$ cat src/logic/flash_pkg.sv
// constants and carrier types for the flash strobe controller
// assumes one 125 mhz clock and frame timing pulses from the sensor core
package flash_pkg;

	// ----------------------------------------
	// register map
	// ----------------------------------------
	localparam logic [7:0] FLASH_CONTROL_ADDR = 8'h23;
	localparam logic [7:0] CONTEXT_CONTROL_ADDR = 8'hc8;

	// ----------------------------------------
	// flash control fields
	// ----------------------------------------
	localparam int STATUS_BIT = 15;
	localparam int XENON_BIT = 13;
	localparam int DELAY_HI = 12;
	localparam int DELAY_LO = 11;
	localparam int ANCHOR_BIT = 10;
	localparam int EVERY_BIT = 9;
	localparam int LED_BIT = 8;
	localparam int COUNT_HI = 7;
	localparam int COUNT_LO = 0;

	// context control aliases
	localparam int CTX_XENON_BIT = 7;
	localparam int CTX_LED_BIT = 2;

	// ----------------------------------------
	// reset values
	// ----------------------------------------
	localparam logic XENON_RST = 1'h0;
	localparam logic [1:0] DELAY_RST = 2'h0;
	localparam logic ANCHOR_RST = 1'h1;
	localparam logic EVERY_RST = 1'h1;
	localparam logic LED_RST = 1'h0;
	localparam logic [7:0] COUNT_RST = 8'h08;

	// ----------------------------------------
	// timing
	// ----------------------------------------
	localparam int UNIT_CYCLES = 1024;
	localparam logic [9:0] UNIT_LAST = 10'(UNIT_CYCLES - 1);

	// ----------------------------------------
	// carriers
	// ----------------------------------------
	typedef struct packed {
		logic reset_start;
		logic reset_end;
		logic readout_end;
	} frame_evt_t;

	typedef struct packed {
		logic wr;
		logic rd;
		logic [7:0] addr;
		logic [15:0] wdata;
	} reg_req_t;

	typedef enum logic [1:0] {
		XS_IDLE = 2'b00,
		XS_WAIT = 2'b01,
		XS_DONE = 2'b10
	} xen_state_t;

endpackage

$ cat src/logic/pulse_timer.sv
// pulse length timer: high for count x 1024 clock cycles after start
// assumes start is a one-cycle pulse; a count of zero gives no pulse
`timescale 1ns/1ps
module pulse_timer (
	input wire logic sys_clk,
	input wire logic nrst,
	input wire logic start,
	input wire logic [7:0] count,
	output logic busy
);
	import flash_pkg::*;

	logic [9:0] pre_q;
	logic [7:0] units_q;

	// ----------------------------------------
	// prescaler and unit counter
	// ----------------------------------------
	always_ff @(posedge sys_clk or negedge nrst) begin
		if (!nrst) begin
			pre_q <= 10'h000;
			units_q <= 8'h00;
		end else if (start) begin
			pre_q <= 10'h000;
			units_q <= count;
		end else if (units_q != 8'h00) begin
			if (pre_q == UNIT_LAST) begin
				pre_q <= 10'h000;
				units_q <= units_q - 8'h01;
			end else begin
				pre_q <= pre_q + 10'h001;
			end
		end
	end

	assign busy = (units_q != 8'h00);
endmodule

$ cat src/logic/flash_strobe_control.sv
// flash strobe controller: xenon pulse and led strobe with register port
// assumes frame events are one-cycle pulses synchronous to sys_clk
`timescale 1ns/1ps
module flash_strobe_control (
	input wire logic sys_clk,
	input wire logic nrst,
	input flash_pkg::reg_req_t req,
	output logic [15:0] rdata,
	input flash_pkg::frame_evt_t evt,
	output logic flash_strobe
);
	import flash_pkg::*;

	logic xen_q;
	logic [1:0] delay_q;
	logic anchor_q;
	logic every_q;
	logic led_q;
	logic [7:0] count_q;
	logic xen_wr;
	logic xen_d;
	logic led_wr;
	logic led_d;
	logic xen_rise;
	xen_state_t xs_q;
	logic [1:0] wait_q;
	logic anchor_evt;
	logic fire;
	logic pulse_busy;
	logic led_on_q;
	logic strobe_q;
	logic [15:0] flash_view;
	logic [15:0] ctx_view;
	logic [15:0] rd_view;
	logic flash_wr;
	logic ctx_wr;
	logic [1:0] delay_d;
	logic strobe_d;

	// ----------------------------------------
	// address decode
	// ----------------------------------------
	assign flash_wr = req.wr && (req.addr == FLASH_CONTROL_ADDR);
	assign ctx_wr = req.wr && (req.addr == CONTEXT_CONTROL_ADDR);
	// arming and a new delay in one write must start from the new delay
	assign delay_d = flash_wr ? req.wdata[DELAY_HI:DELAY_LO] : delay_q;

	// ----------------------------------------
	// register writes
	// ----------------------------------------
	always_comb begin
		xen_wr = 1'b0;
		xen_d = xen_q;
		led_wr = 1'b0;
		led_d = led_q;
		if (flash_wr) begin
			xen_wr = 1'b1;
			xen_d = req.wdata[XENON_BIT];
			led_wr = 1'b1;
			led_d = req.wdata[LED_BIT];
		end else if (ctx_wr) begin
			xen_wr = 1'b1;
			xen_d = req.wdata[CTX_XENON_BIT];
			led_wr = 1'b1;
			led_d = req.wdata[CTX_LED_BIT];
		end
	end

	// shared enables: one flop each, seen at both addresses
	always_ff @(posedge sys_clk or negedge nrst) begin
		if (!nrst) begin
			xen_q <= XENON_RST;
			led_q <= LED_RST;
		end else begin
			if (xen_wr) begin
				xen_q <= xen_d;
			end
			if (led_wr) begin
				led_q <= led_d;
			end
		end
	end

	always_ff @(posedge sys_clk or negedge nrst) begin
		if (!nrst) begin
			delay_q <= DELAY_RST;
			anchor_q <= ANCHOR_RST;
			every_q <= EVERY_RST;
			count_q <= COUNT_RST;
		end else if (flash_wr) begin
			delay_q <= req.wdata[DELAY_HI:DELAY_LO];
			anchor_q <= req.wdata[ANCHOR_BIT];
			every_q <= req.wdata[EVERY_BIT];
			count_q <= req.wdata[COUNT_HI:COUNT_LO];
		end
	end

	// ----------------------------------------
	// register reads
	// ----------------------------------------
	// bits 15 and 14 have no storage, so writes to them vanish
	always_comb begin
		flash_view = 16'h0000;
		flash_view[STATUS_BIT] = strobe_q;
		flash_view[XENON_BIT] = xen_q;
		flash_view[DELAY_HI:DELAY_LO] = delay_q;
		flash_view[ANCHOR_BIT] = anchor_q;
		flash_view[EVERY_BIT] = every_q;
		flash_view[LED_BIT] = led_q;
		flash_view[COUNT_HI:COUNT_LO] = count_q;
		ctx_view = 16'h0000;
		ctx_view[CTX_XENON_BIT] = xen_q;
		ctx_view[CTX_LED_BIT] = led_q;
	end

	// other context bits live elsewhere in the sensor and read zero here
	always_comb begin
		case (req.addr)
			FLASH_CONTROL_ADDR: rd_view = flash_view;
			CONTEXT_CONTROL_ADDR: rd_view = ctx_view;
			default: rd_view = 16'h0000;
		endcase
	end

	// held between reads so a slow master may fetch it late
	always_ff @(posedge sys_clk or negedge nrst) begin
		if (!nrst) begin
			rdata <= 16'h0000;
		end else if (req.rd) begin
			rdata <= rd_view;
		end
	end

	// ----------------------------------------
	// xenon sequencing
	// ----------------------------------------
	// any write of a 1 to the enable re-arms, so single-shot can be repeated
	assign xen_rise = xen_wr && xen_d;
	assign anchor_evt = anchor_q ? evt.reset_end : evt.readout_end;
	// pulse lands in blanking only if software keeps one-frame integration
	// and a count shorter than blanking; not checked here
	assign fire = (xs_q == XS_WAIT) && xen_q && anchor_evt && (wait_q == 2'h0);

	// idle: disarmed; wait: counting anchors down; done: single shot spent
	always_ff @(posedge sys_clk or negedge nrst) begin
		if (!nrst) begin
			xs_q <= XS_IDLE;
			wait_q <= 2'h0;
		end else if (xen_rise) begin
			xs_q <= XS_WAIT;
			wait_q <= delay_d;
		end else if (!xen_q) begin
			xs_q <= XS_IDLE;
		end else begin
			case (xs_q)
				XS_IDLE: begin
					xs_q <= XS_WAIT;
					wait_q <= delay_d;
				end
				XS_WAIT: begin
					if (anchor_evt && wait_q != 2'h0) begin
						wait_q <= wait_q - 2'h1;
					end else if (fire && !every_q) begin
						xs_q <= XS_DONE;
					end
				end
				XS_DONE: xs_q <= XS_DONE;
				default: xs_q <= XS_IDLE;
			endcase
		end
	end

	// a fire that lands mid-pulse restarts the full length
	pulse_timer u_timer (
		.sys_clk(sys_clk),
		.nrst(nrst),
		.start(fire),
		.count(count_q),
		.busy(pulse_busy)
	);

	// ----------------------------------------
	// led strobe
	// ----------------------------------------
	// raised as soon as enabled so it already stands before the next reset
	// hence the frame reset start event needs no decoding here
	always_ff @(posedge sys_clk or negedge nrst) begin
		if (!nrst) begin
			led_on_q <= 1'b0;
		end else if (led_q) begin
			led_on_q <= 1'b1;
		end else if (evt.readout_end) begin
			led_on_q <= 1'b0;
		end
	end

	// ----------------------------------------
	// output
	// ----------------------------------------
	// registered so the pin never glitches while the timer reloads
	assign strobe_d = pulse_busy || led_on_q;

	always_ff @(posedge sys_clk or negedge nrst) begin
		if (!nrst) begin
			strobe_q <= 1'b0;
		end else begin
			strobe_q <= strobe_d;
		end
	end

	assign flash_strobe = strobe_q;
endmodule

$ cat config.mk
export PLATFORM = sky130hd
export DESIGN_NAME = flash_strobe_control
export DESIGN_NICKNAME = d
export VERILOG_FILES = /design/src/logic/flash_pkg.sv /design/src/logic/pulse_timer.sv /design/src/logic/flash_strobe_control.sv
export SDC_FILE = /design/constraint.sdc
export NUM_CORES = 1
export LEC_CHECK = 0
export BUFFER_PORTS_ARGS = -buffer_cell sky130_fd_sc_hd__clkbuf_2
export CAP_MARGIN = 10
export CELL_PAD_IN_SITES_DETAIL_PLACEMENT = 0
export CELL_PAD_IN_SITES_GLOBAL_PLACEMENT = 1
export CORE_MARGIN = 4
export CORE_UTILIZATION = 43
export DETAILED_ROUTE_END_ITERATION = 8
export GPL_ROUTABILITY_DRIVEN = 1
export PLACE_DENSITY_LB_ADDON = 0.1
export SETUP_SLACK_MARGIN = 0.3
export SYNTH_ARGS = -nofsm -noshare
export SYNTH_HDL_FRONTEND = slang
export SYNTH_HIERARCHICAL = 1
export SYNTH_SLANG_ARGS = --single-unit
export TNS_END_PERCENT = 100
$ cat constraint.sdc
create_clock -name sys_clk -period 2.4 [get_ports sys_clk]
set_input_delay 0.48 -clock sys_clk [delete_from_list [all_inputs] [get_ports sys_clk]]
set_output_delay 0.48 -clock sys_clk [all_outputs]
set_load 0.03 [all_outputs]
# Yosys cells after proc, flatten, opt, wreduce, memory -nomap -nowiden
# Index checks and enable logic that the tools add are counted.
[classes] magnitude_cmp=0 n_eq_ne=8 add_sub_neg=3 reduce_logical=24 n_shift=0 n_mul=0 bitwise=0 div_mod_pow=0 n_mux=26
[op_table] cell="$pmux W16 S2" n=1
[op_table] cell="$mux W10" n=3
[op_table] cell="$mux W8" n=3
[op_table] cell="$mux W2" n=8
[op_table] cell="$reduce_bool A2 Y1" n=6
[op_table] cell="$add A10 B1 Y10 const B" n=1
[op_table] cell="$eq A10 B10 Y1 const B" n=1
[op_table] cell="$mux W1" n=9
[op_table] cell="$eq A8 B6 Y1 const B" n=1
[op_table] cell="$eq A8 B8 Y1 const B" n=1
[op_table] cell="$logic_and A1 B1 Y1" n=8
[op_table] cell="$reduce_bool A8 Y1" n=1
[op_table] cell="$sub A8 B1 Y8 const B" n=1
[op_table] cell="$pmux W2 S3" n=1
[op_table] cell="$reduce_and A2 Y1" n=3
[op_table] cell="$logic_not A2 Y1" n=2
[op_table] cell="$ne A4 B3 Y1 const B" n=1
[op_table] cell="$ne A4 B4 Y1 const B" n=1
[op_table] cell="$pmux W2 S2" n=1
[op_table] cell="$ne A3 B2 Y1 const B" n=1
[op_table] cell="$reduce_and A3 Y1" n=1
[op_table] cell="$reduce_bool A3 Y1" n=1
[op_table] cell="$eq A2 B1 Y1 const B" n=1
[op_table] cell="$eq A2 B2 Y1 const B" n=1
[op_table] cell="3 further kinds" n=3
[word_totals] in_bits=31 reg_bits=54 latch_bits=0 mem_bits_ro=0 memories=0 wordCells=74 mem_bits_rw=0

# Depth between registers and ports, before layout
# Gate-level depths: netlist of run 1.
[logic_depth] depth_word=10 depth_mapped=8

# Modules after synthesis
# The synthesis of run 1 kept the hierarchy.
[modules_own_cells] mod="flash_strobe_control" seq_area_each_um2=879.6 n_inst=1 area_per_inst_um2=1634.1 cells_each=150
[modules_own_cells] mod="pulse_timer" seq_area_each_um2=450.4 n_inst=1 area_per_inst_um2=1057.3 cells_each=116

# Worst setup path before layout of run 1
# No wires, ideal clock.
[synth_path] path_type="register to register" start="register u_timer.units_q[0]" end="register u_timer.units_q[1]" setup_time_ps=121 path_stages_with_launch=9 arrival_time_ps=1770 setup_slack_ps=509 synth_period_minus_slack_ps=1891 path_cell_list="dfrtp_1 inv_1 ha_1 or3b_2 clkbuf_1 nor2_4 buf_2 o31ai_1 o22a_1"
[synth_via] elab_chain_cells=4 elab_cells_between_ends=7
[synth_lines] item="from (decl)" line_no="pulse_timer.sv:14" rtl="logic [7:0] units_q;"
[synth_lines] item="from (signal assigned)" line_no="pulse_timer.sv:25" rtl="units_q <= count;"
[synth_lines] item="from (signal assigned)" line_no="pulse_timer.sv:29" rtl="units_q <= units_q - 8'h01;"
[synth_lines] item="$sub A8 B1 Y8" line_no="pulse_timer.sv:29"
[synth_lines] item="$mux W8" line_no="pulse_timer.sv:27" rtl="if (pre_q == UNIT_LAST) begin"
[synth_lines] item="$mux W8" line_no="pulse_timer.sv:26" rtl="end else if (units_q != 8'h00) begin"
[synth_lines] item="$mux W8" line_no="pulse_timer.sv:23" rtl="end else if (start) begin"
# Parallel ways exist; a longest one is shown, timed or not. The select of a mux whose other input is x is not followed.
# A chain may end at the register's enable or synchronous reset.

# Worst setup path after layout of run 1
[layout_path] start="register u_timer.units_q[0]" end="register u_timer.pre_q[7]"
[layout_via] elab_chain_cells=2
[layout_lines] item="$reduce_bool A8 Y1" line_no="pulse_timer.sv:26"
[layout_lines] item="$reduce_bool A2 Y1 (no source line)"
[layout_lines] item="to (signal assigned)" line_no="pulse_timer.sv:31" rtl="pre_q <= pre_q + 10'h001;"
[layout_lines] item="to (decl)" line_no="pulse_timer.sv:13" rtl="logic [9:0] pre_q;"
# No other way between the ends.

==> impl_metrics.json, run 1 <==
{
  "rsz0062_at_grt": "true",
  "antenna_cells": 0,
  "cp.arrival_ns": 2.18,
  "postSynthCellCount": 266,
  "crit_type": "reg -> reg",
  "core_um2": 5990,
  "clkSinkCount": 53,
  "cpLargestDelayFamily": "simple AND/OR/NAND/NOR gates",
  "yosysUniqueCellTypes": 55,
  "yosys_warnings": 6,
  "ios": 48,
  "power.density_nw_per_um2": 693,
  "synth_top_flop_cell": "dfrtp_1",
  "fin_cells": 385,
  "wl_met3_um": 374,
  "cp_num_buf_inv": 2,
  "grt-ovfl-total": 0,
  "seq_area_frac_synth_pct": 49.4,
  "synth-seq-cells": 53,
  "status": "completed",
  "synth_edf_count": 0,
  "grt_pass1_vias": 2037,
  "synth.avg_cell_area_um2": 10.1,
  "grtUsageTotal_pct": 16.9,
  "hold_class": "in -> async",
  "hpwl_um": 4250,
  "numCtsBuffers": 5,
  "htreeDepth": 2,
  "nets": 346,
  "fmax_mhz": 513,
  "end_kind": "register",
  "met1_length_um": 2810,
  "wl_met2_um": 2690,
  "synth-compound-area-share_pct": 14.1,
  "synth_xor_xnor_area_share_pct": 1.30,
  "cp.depth": 7,
  "rr_worst_depth": 7,
  "post-route-min-period_ns": 1.95,
  "ys_async_sr_fraction_pct": 100,
  "detail-route-antenna-nets": 0,
  "clkLatencyLatePin_ns": 0.31,
  "finalSetupViolations": 0,
  "rows": 28,
  "synth_top_family_by_area": "simple AND/OR/NAND/NOR gates",
  "clock_skew_ns": 0.0100,
  "antenna_found_initial": 0,
  "yosysTopAreaCell": "dfrtp_1",
  "finalPower_uw": 2150,
  "synthAdderAreaFrac_pct": 2.79,
  "cp_max_fo": 10,
  "synthTopCellsByArea": "dfrtp_1, mux2_2, o21ai_0",
  "drtIter0Drc": 151,
  "max-clock-path-buffers": 2,
  "die_w_um": 87.1,
  "grt_pass1_wl_um": 10000,
  "p_leak_uw": 0.00140,
  "fp.dieH_um": 87.1,
  "cp-start-kind": "register",
  "min_period_over_period_pct": 81.3,
  "root_buffer": "clkbuf_8",
  "vias": 2128,
  "syn2layout_area_growth_pct": 15.3,
  "globalplace.congestion": 0.801,
  "placed_cell_area_um2": 2970,
  "cts_tree": "built",
  "initial_core_util_pct": 44.9,
  "cts.clk_slew.worst_paths_ns": 0.10,
  "viasPerCell": 5.53,
  "routed_wl_um": 5940,
  "synthSimpleGateAreaFrac_pct": 19.3,
  "top_layer": "met4",
  "die_area_um2": 7590,
  "drive_above_1_share_pct": 26.5,
  "tightest_slew_ns": 0.676,
  "hold_viol": 0,
  "syn-num-nets": 303,
  "synth_top_area_share_pct": 46.5,
  "crit_chain": "inv_1 > ha_1 > or3b_4 > nor2_4 > buf_4 > or4_1 > a21oi_1",
  "grt_max_degree": 54,
  "drcViolationCount": 0,
  "crit_path_top_delay_cell": "or4_1",
  "postLayoutCoreUtil_pct": 51.8,
  "fin_area_um2": 3100,
  "max_stage_delay_ns": 0.49,
  "io_buffers": 43,
  "cp.required_ns": 2.63,
  "setup_tns_ns": 0,
  "slew_headroom_pct": 54.9,
  "nFillCells": 554,
  "place_inst": 375,
  "maxCapViolations": 0,
  "synthMuxAreaShare_pct": 6.65,
  "netlist_area_um2": 2690,
  "slew_viol_final": 0,
  "vdd_drop_max_v": 0.000270,
  "drtPass1Iterations": 4,
  "routedWlPerCell_um": 15.4
}
==> worst register-to-register path, cell delays in order, from the launching register on <==
cell,delay [ns]
dfrtp_1,0.40
inv_1,0.10
ha_1,0.22
or3b_4,0.29
nor2_4,0.06
buf_4,0.16
or4_1,0.49
a21oi_1,0.15
==> sequential cells by signal, summed over array words and instances (netlist names), 2 cells and up <==
signal,cells
rdata,15
u_timer/pre_q,10
count_q,8
u_timer/units_q,8
delay_q,2
wait_q,2
xs_q,2
==> path summary, 6_finish.rpt <==
path                                           startpoint                      endpoint  slack (ns)
min in group sys_clk                               req[3]        count_q[3]$_DFFE_PN1P_        0.39
setup reg to reg           u_timer/units_q[0]$_DFFE_PN0P_  u_timer/pre_q[7]$_DFFE_PN0P_        0.45
hold / removal                                       nrst          rdata[0]$_DFFE_PN0P_        0.27
setup / recovery           u_timer/units_q[0]$_DFFE_PN0P_  u_timer/pre_q[7]$_DFFE_PN0P_        0.45
max in group asynchronous                            nrst  u_timer/pre_q[6]$_DFFE_PN0P_        1.66
hold reg to reg                      led_on_q$_DFFE_PN0P_        flash_strobe$_DFF_PN0_        0.47
==> synth_stat cells, drive strengths merged, types with 2 or more instances <==
library cell and instances:
a21oi 9, a22oi 2, a2bb2oi 2, a31oi 6, and2 3, and3 4, and4 2, buf 7
clkbuf 8, dfrtp 50, dfstp 3, ha 6, inv 24, mux2 12, mux2i 4, nand2 13
nand3 22, nand3b 2, nand4 4, nor2 14, nor3 3, nor4b 3, o211ai 2, o21ai 22
o22ai 2, o31ai 5, or3 5, or4 7, xor2 4
==> routing by layer <==
layer	up-vias	global-route usage (%)
met5	-	0
met4	0	5.02
met3	6	3.22
met2	63	26.4
met1	1022	23.8
li1	1037	-
==> layout by cell type, fill, tap and decap left out, types with 2 or more instances in the layout <==
| cell | n |
|---|---|
| o22ai_1 | 2 |
| buf_4 | 8 |
| dfstp_2 | 3 |
| inv_1 | 24 |
| and3_1 | 4 |
| nor3_1 | 3 |
| o31ai_1 | 5 |
| a21oi_1 | 9 |
| clkbuf_8 | 6 |
| mux2i_1 | 4 |
| nand3b_1 | 2 |
| a22oi_1 | 2 |
| and2_1 | 3 |
| a31oi_1 | 6 |
| or4_1 | 6 |
| clkbuf_2 | 43 |
| o211ai_1 | 2 |
| or3_1 | 5 |
| mux2_2 | 11 |
| xor2_1 | 4 |
| dfrtp_1 | 50 |
| ha_1 | 6 |
| nor2_1 | 13 |
| nand3_1 | 20 |
| nand2_1 | 13 |
| nand4_1 | 4 |
| and4_1 | 2 |
| o21ai_0 | 22 |
| nand3_2 | 2 |
| a2bb2oi_1 | 2 |
==> kinds of logic after synthesis <==
| family | after synthesis |
|---|---|
| AOI/OAI and AO/OA | 60 |
| xor gates and xnor gates | 4 |
| adders and majority gates | 6 |
| buffers and inverters | 39 |
| DFF | 53 |
| muxes | 16 |
| other | 1 |
| and+or+nand+nor | 87 |
==> area by class of cell <==
type,instances,area (µm²),share of cell area (%)
inverters,24,90.1,2.90
repair buffers,51,275,8.87
clock inverters,1,30.0,0.967
well taps,75,93.8,3.02
clock buffers,7,86.3,2.78
multi-input cells,174,1200,38.6
flip-flops and latches,53,1330,42.8
==> report_power, final <==
part	total [µW]	switching, µW	internal [µW]	leakage [µW]
logic	385	205	180	0.000667
registers	1130	117	1020	0.000678
clock network	631	291	340	0.0000585
total	2150	612	1540	0.00140
==> repair_timing <==
item,4_1_cts,5_1_grt
setup buffers,0,2
hold buffers,0,0
endpoints found under the setup margin,0,10
resized for setup,0,2
==> per-stage QoR <==
step	setup slack, ns	hold slack (ns)
final	0.450	0.266
after global routing	0.290	0.321
after CTS	0.334	0.309
after detailed placement	0.361	0.454
after global placement	0.358	0.453
after floorplan	0.509	0.184
No activity file was read; power rests on OpenSTA's default activity.
==> inputs of run 2 (changes only) <==
clock period = 1.86 ns   (was 2.4 ns; I/O delays follow)
==> impl_metrics.json, run 2 (synthesis gave the netlist of run 1 again) <==
{
  "grt-ovfl-total": 0,
  "clkSinkCount": 53,
  "clock_skew_ns": 0.00931,
  "crit_type": "reg -> reg",
  "pwr-share-comb_pct": 23.1,
  "core_um2": 5990,
  "root_buffer": "clkbuf_8",
  "post-place-ws_ns": 0.0383,
  "status": "completed",
  "slew_viol_final": 0,
  "wl_met3_um": 238,
  "rr_worst_depth": 6,
  "postLayoutCoreUtil_pct": 59.2,
  "drive_above_1_share_pct": 40.7,
  "cp_max_fo": 3,
  "grt_max_degree": 54,
  "io_buffers": 43,
  "grtUsageTotal_pct": 17.3,
  "r2r_end": "u_timer/units_q[3]$_DFFE_PN0P_",
  "maxCapViolations": 0,
  "fin_cells": 404,
  "grt_pass1_vias": 2057,
  "vdd_drop_max_v": 0.000477,
  "vias": 2201,
  "mostFrequentLayoutCell": "dfrtp_1",
  "min_period_over_period_pct": 97.3,
  "detail-route-antenna-nets": 0,
  "fmax_mhz": 552,
  "antenna_found_initial": 0,
  "switching_share_pct": 29.0,
  "tightest_slew_ns": 0.506,
  "setup_slack_ns": 0.0498,
  "nets": 365,
  "cp.arrival_ns": 2.04,
  "ios": 48,
  "grt_pass1_wl_um": 10200,
  "drcViolationCount": 0,
  "placed_cell_area_um2": 3100,
  "drtIter0Drc": 144,
  "clockPowerShare_pct": 29.8,
  "timing.rr.start": "u_timer/pre_q[0]$_DFFE_PN0P_",
  "p_int_uw": 2220,
  "met1_length_um": 3150,
  "routedWlPerCell_um": 16.0,
  "post-route-min-period_ns": 1.81,
  "rows": 28,
  "initial_core_util_pct": 44.9,
  "power.density_nw_per_um2": 883,
  "routed_wl_um": 6440,
  "regMostFlops": "rdata",
  "cts_tree": "built",
  "hold_viol": 0,
  "viasPerCell": 5.45,
  "rsz0062_at_grt": "true",
  "reg_top3": "rdata (15), u_timer/pre_q (10)",
  "cts.clk_slew.worst_paths_ns": 0.10,
  "globalplace.congestion": 0.795,
  "fp.dieH_um": 87.1,
  "finalSetupViolations": 0,
  "p_switching_uw": 907,
  "drtPass1Iterations": 4,
  "top_layer": "met4",
  "finalPower_uw": 3130,
  "syn2layout_area_growth_pct": 31.7,
  "cp-start-kind": "register",
  "end_kind": "register",
  "largest_reg_flops": 15,
  "die_area_um2": 7590,
  "regToRegSetupSlack_ns": 0.05,
  "clkLatencyLatePin_ns": 0.31,
  "layout_common_cells": "dfrtp_1, clkbuf_2, inv_1",
  "place_inst": 382,
  "cp.required_ns": 2.09,
  "max-clock-path-buffers": 2,
  "slew_headroom_pct": 65.8,
  "fin_area_um2": 3540,
  "p_leak_uw": 0.00156,
  "wl_met2_um": 2940,
  "hold_class": "in -> async",
  "htreeDepth": 2,
  "numCtsBuffers": 5,
  "cts_hold_buf": 0,
  "hpwl_um": 4280,
  "seqPwrFrac_pct": 47.1,
  "die_w_um": 87.1,
  "antenna_cells": 0
}
run 2: power by group through the flow:
stage                     clock network (µW)  registers, µW  logic [µW]
after floorplan                            0           1450         395
after global placement                     0           1470         548
after detailed placement                   0           1480         557
after CTS                                966           1460         634
after global routing                    1010           1500         822
final                                    931           1480         723
run 2: what timing repair did:
action	in CTS	in global routing
gates resized for setup	24	21
endpoints found under the setup margin	20	23
pin swaps	21	11
setup buffers	9	4
gates cloned	0	1
run 2: critical path, cell delays in order (launching register included):
cell	delay [ns]
dfrtp_1	0.39
ha_2	0.20
and4_4	0.25
nand4_1	0.15
buf_4	0.18
or4_1	0.41
a31oi_1	0.15
run 2: cell type report:
class / count / area, µm²
fillers: 503 / 2450
multi-input cells: 174 / 1370
flip-flops and latches: 53 / 1330
repair buffers: 70 / 513
inverters: 24 / 97.6
well taps: 75 / 93.8
clock buffers: 5 / 68.8
clock inverters: 3 / 68.8
run 2: how the worst max path moves through the flow:
stage | slack, ns | startpoint | to | cells after the start
after CTS | 0.07 | u_timer/pre_q[0]$_DFFE_PN0P_ | u_timer/units_q[3]$_DFFE_PN0P_ | 6
after detailed placement | 0.04 | u_timer/pre_q[0]$_DFFE_PN0P_ | u_timer/units_q[4]$_DFFE_PN0P_ | 5
after global placement | 0.09 | u_timer/pre_q[0]$_DFFE_PN0P_ | u_timer/units_q[7]$_DFFE_PN0P_ | 5
final | 0.05 | u_timer/pre_q[0]$_DFFE_PN0P_ | u_timer/units_q[3]$_DFFE_PN0P_ | 6
after global routing | -0.05 | u_timer/pre_q[0]$_DFFE_PN0P_ | u_timer/units_q[3]$_DFFE_PN0P_ | 6
after floorplan | 0.1 | u_timer/units_q[4]$_DFFE_PN0P_ | u_timer/units_q[6]$_DFFE_PN0P_ | 4
run 2: layer usage:
layer	up-vias	track usage, %
li1	1084	-
met1	1061	25.4
met2	48	25.3
met3	8	3.41
met4	0	6.14
met5	-	0
run 2: stage by stage:
stage          TNS (ns)  hold WS [ns]
3_3_place_gp          0         0.395
5_1_grt         -0.0477        0.0614
3_5_place_dp          0         0.396
4_1_cts               0        0.0551
6_report              0        0.0490
2_1_floorplan         0        0.0764
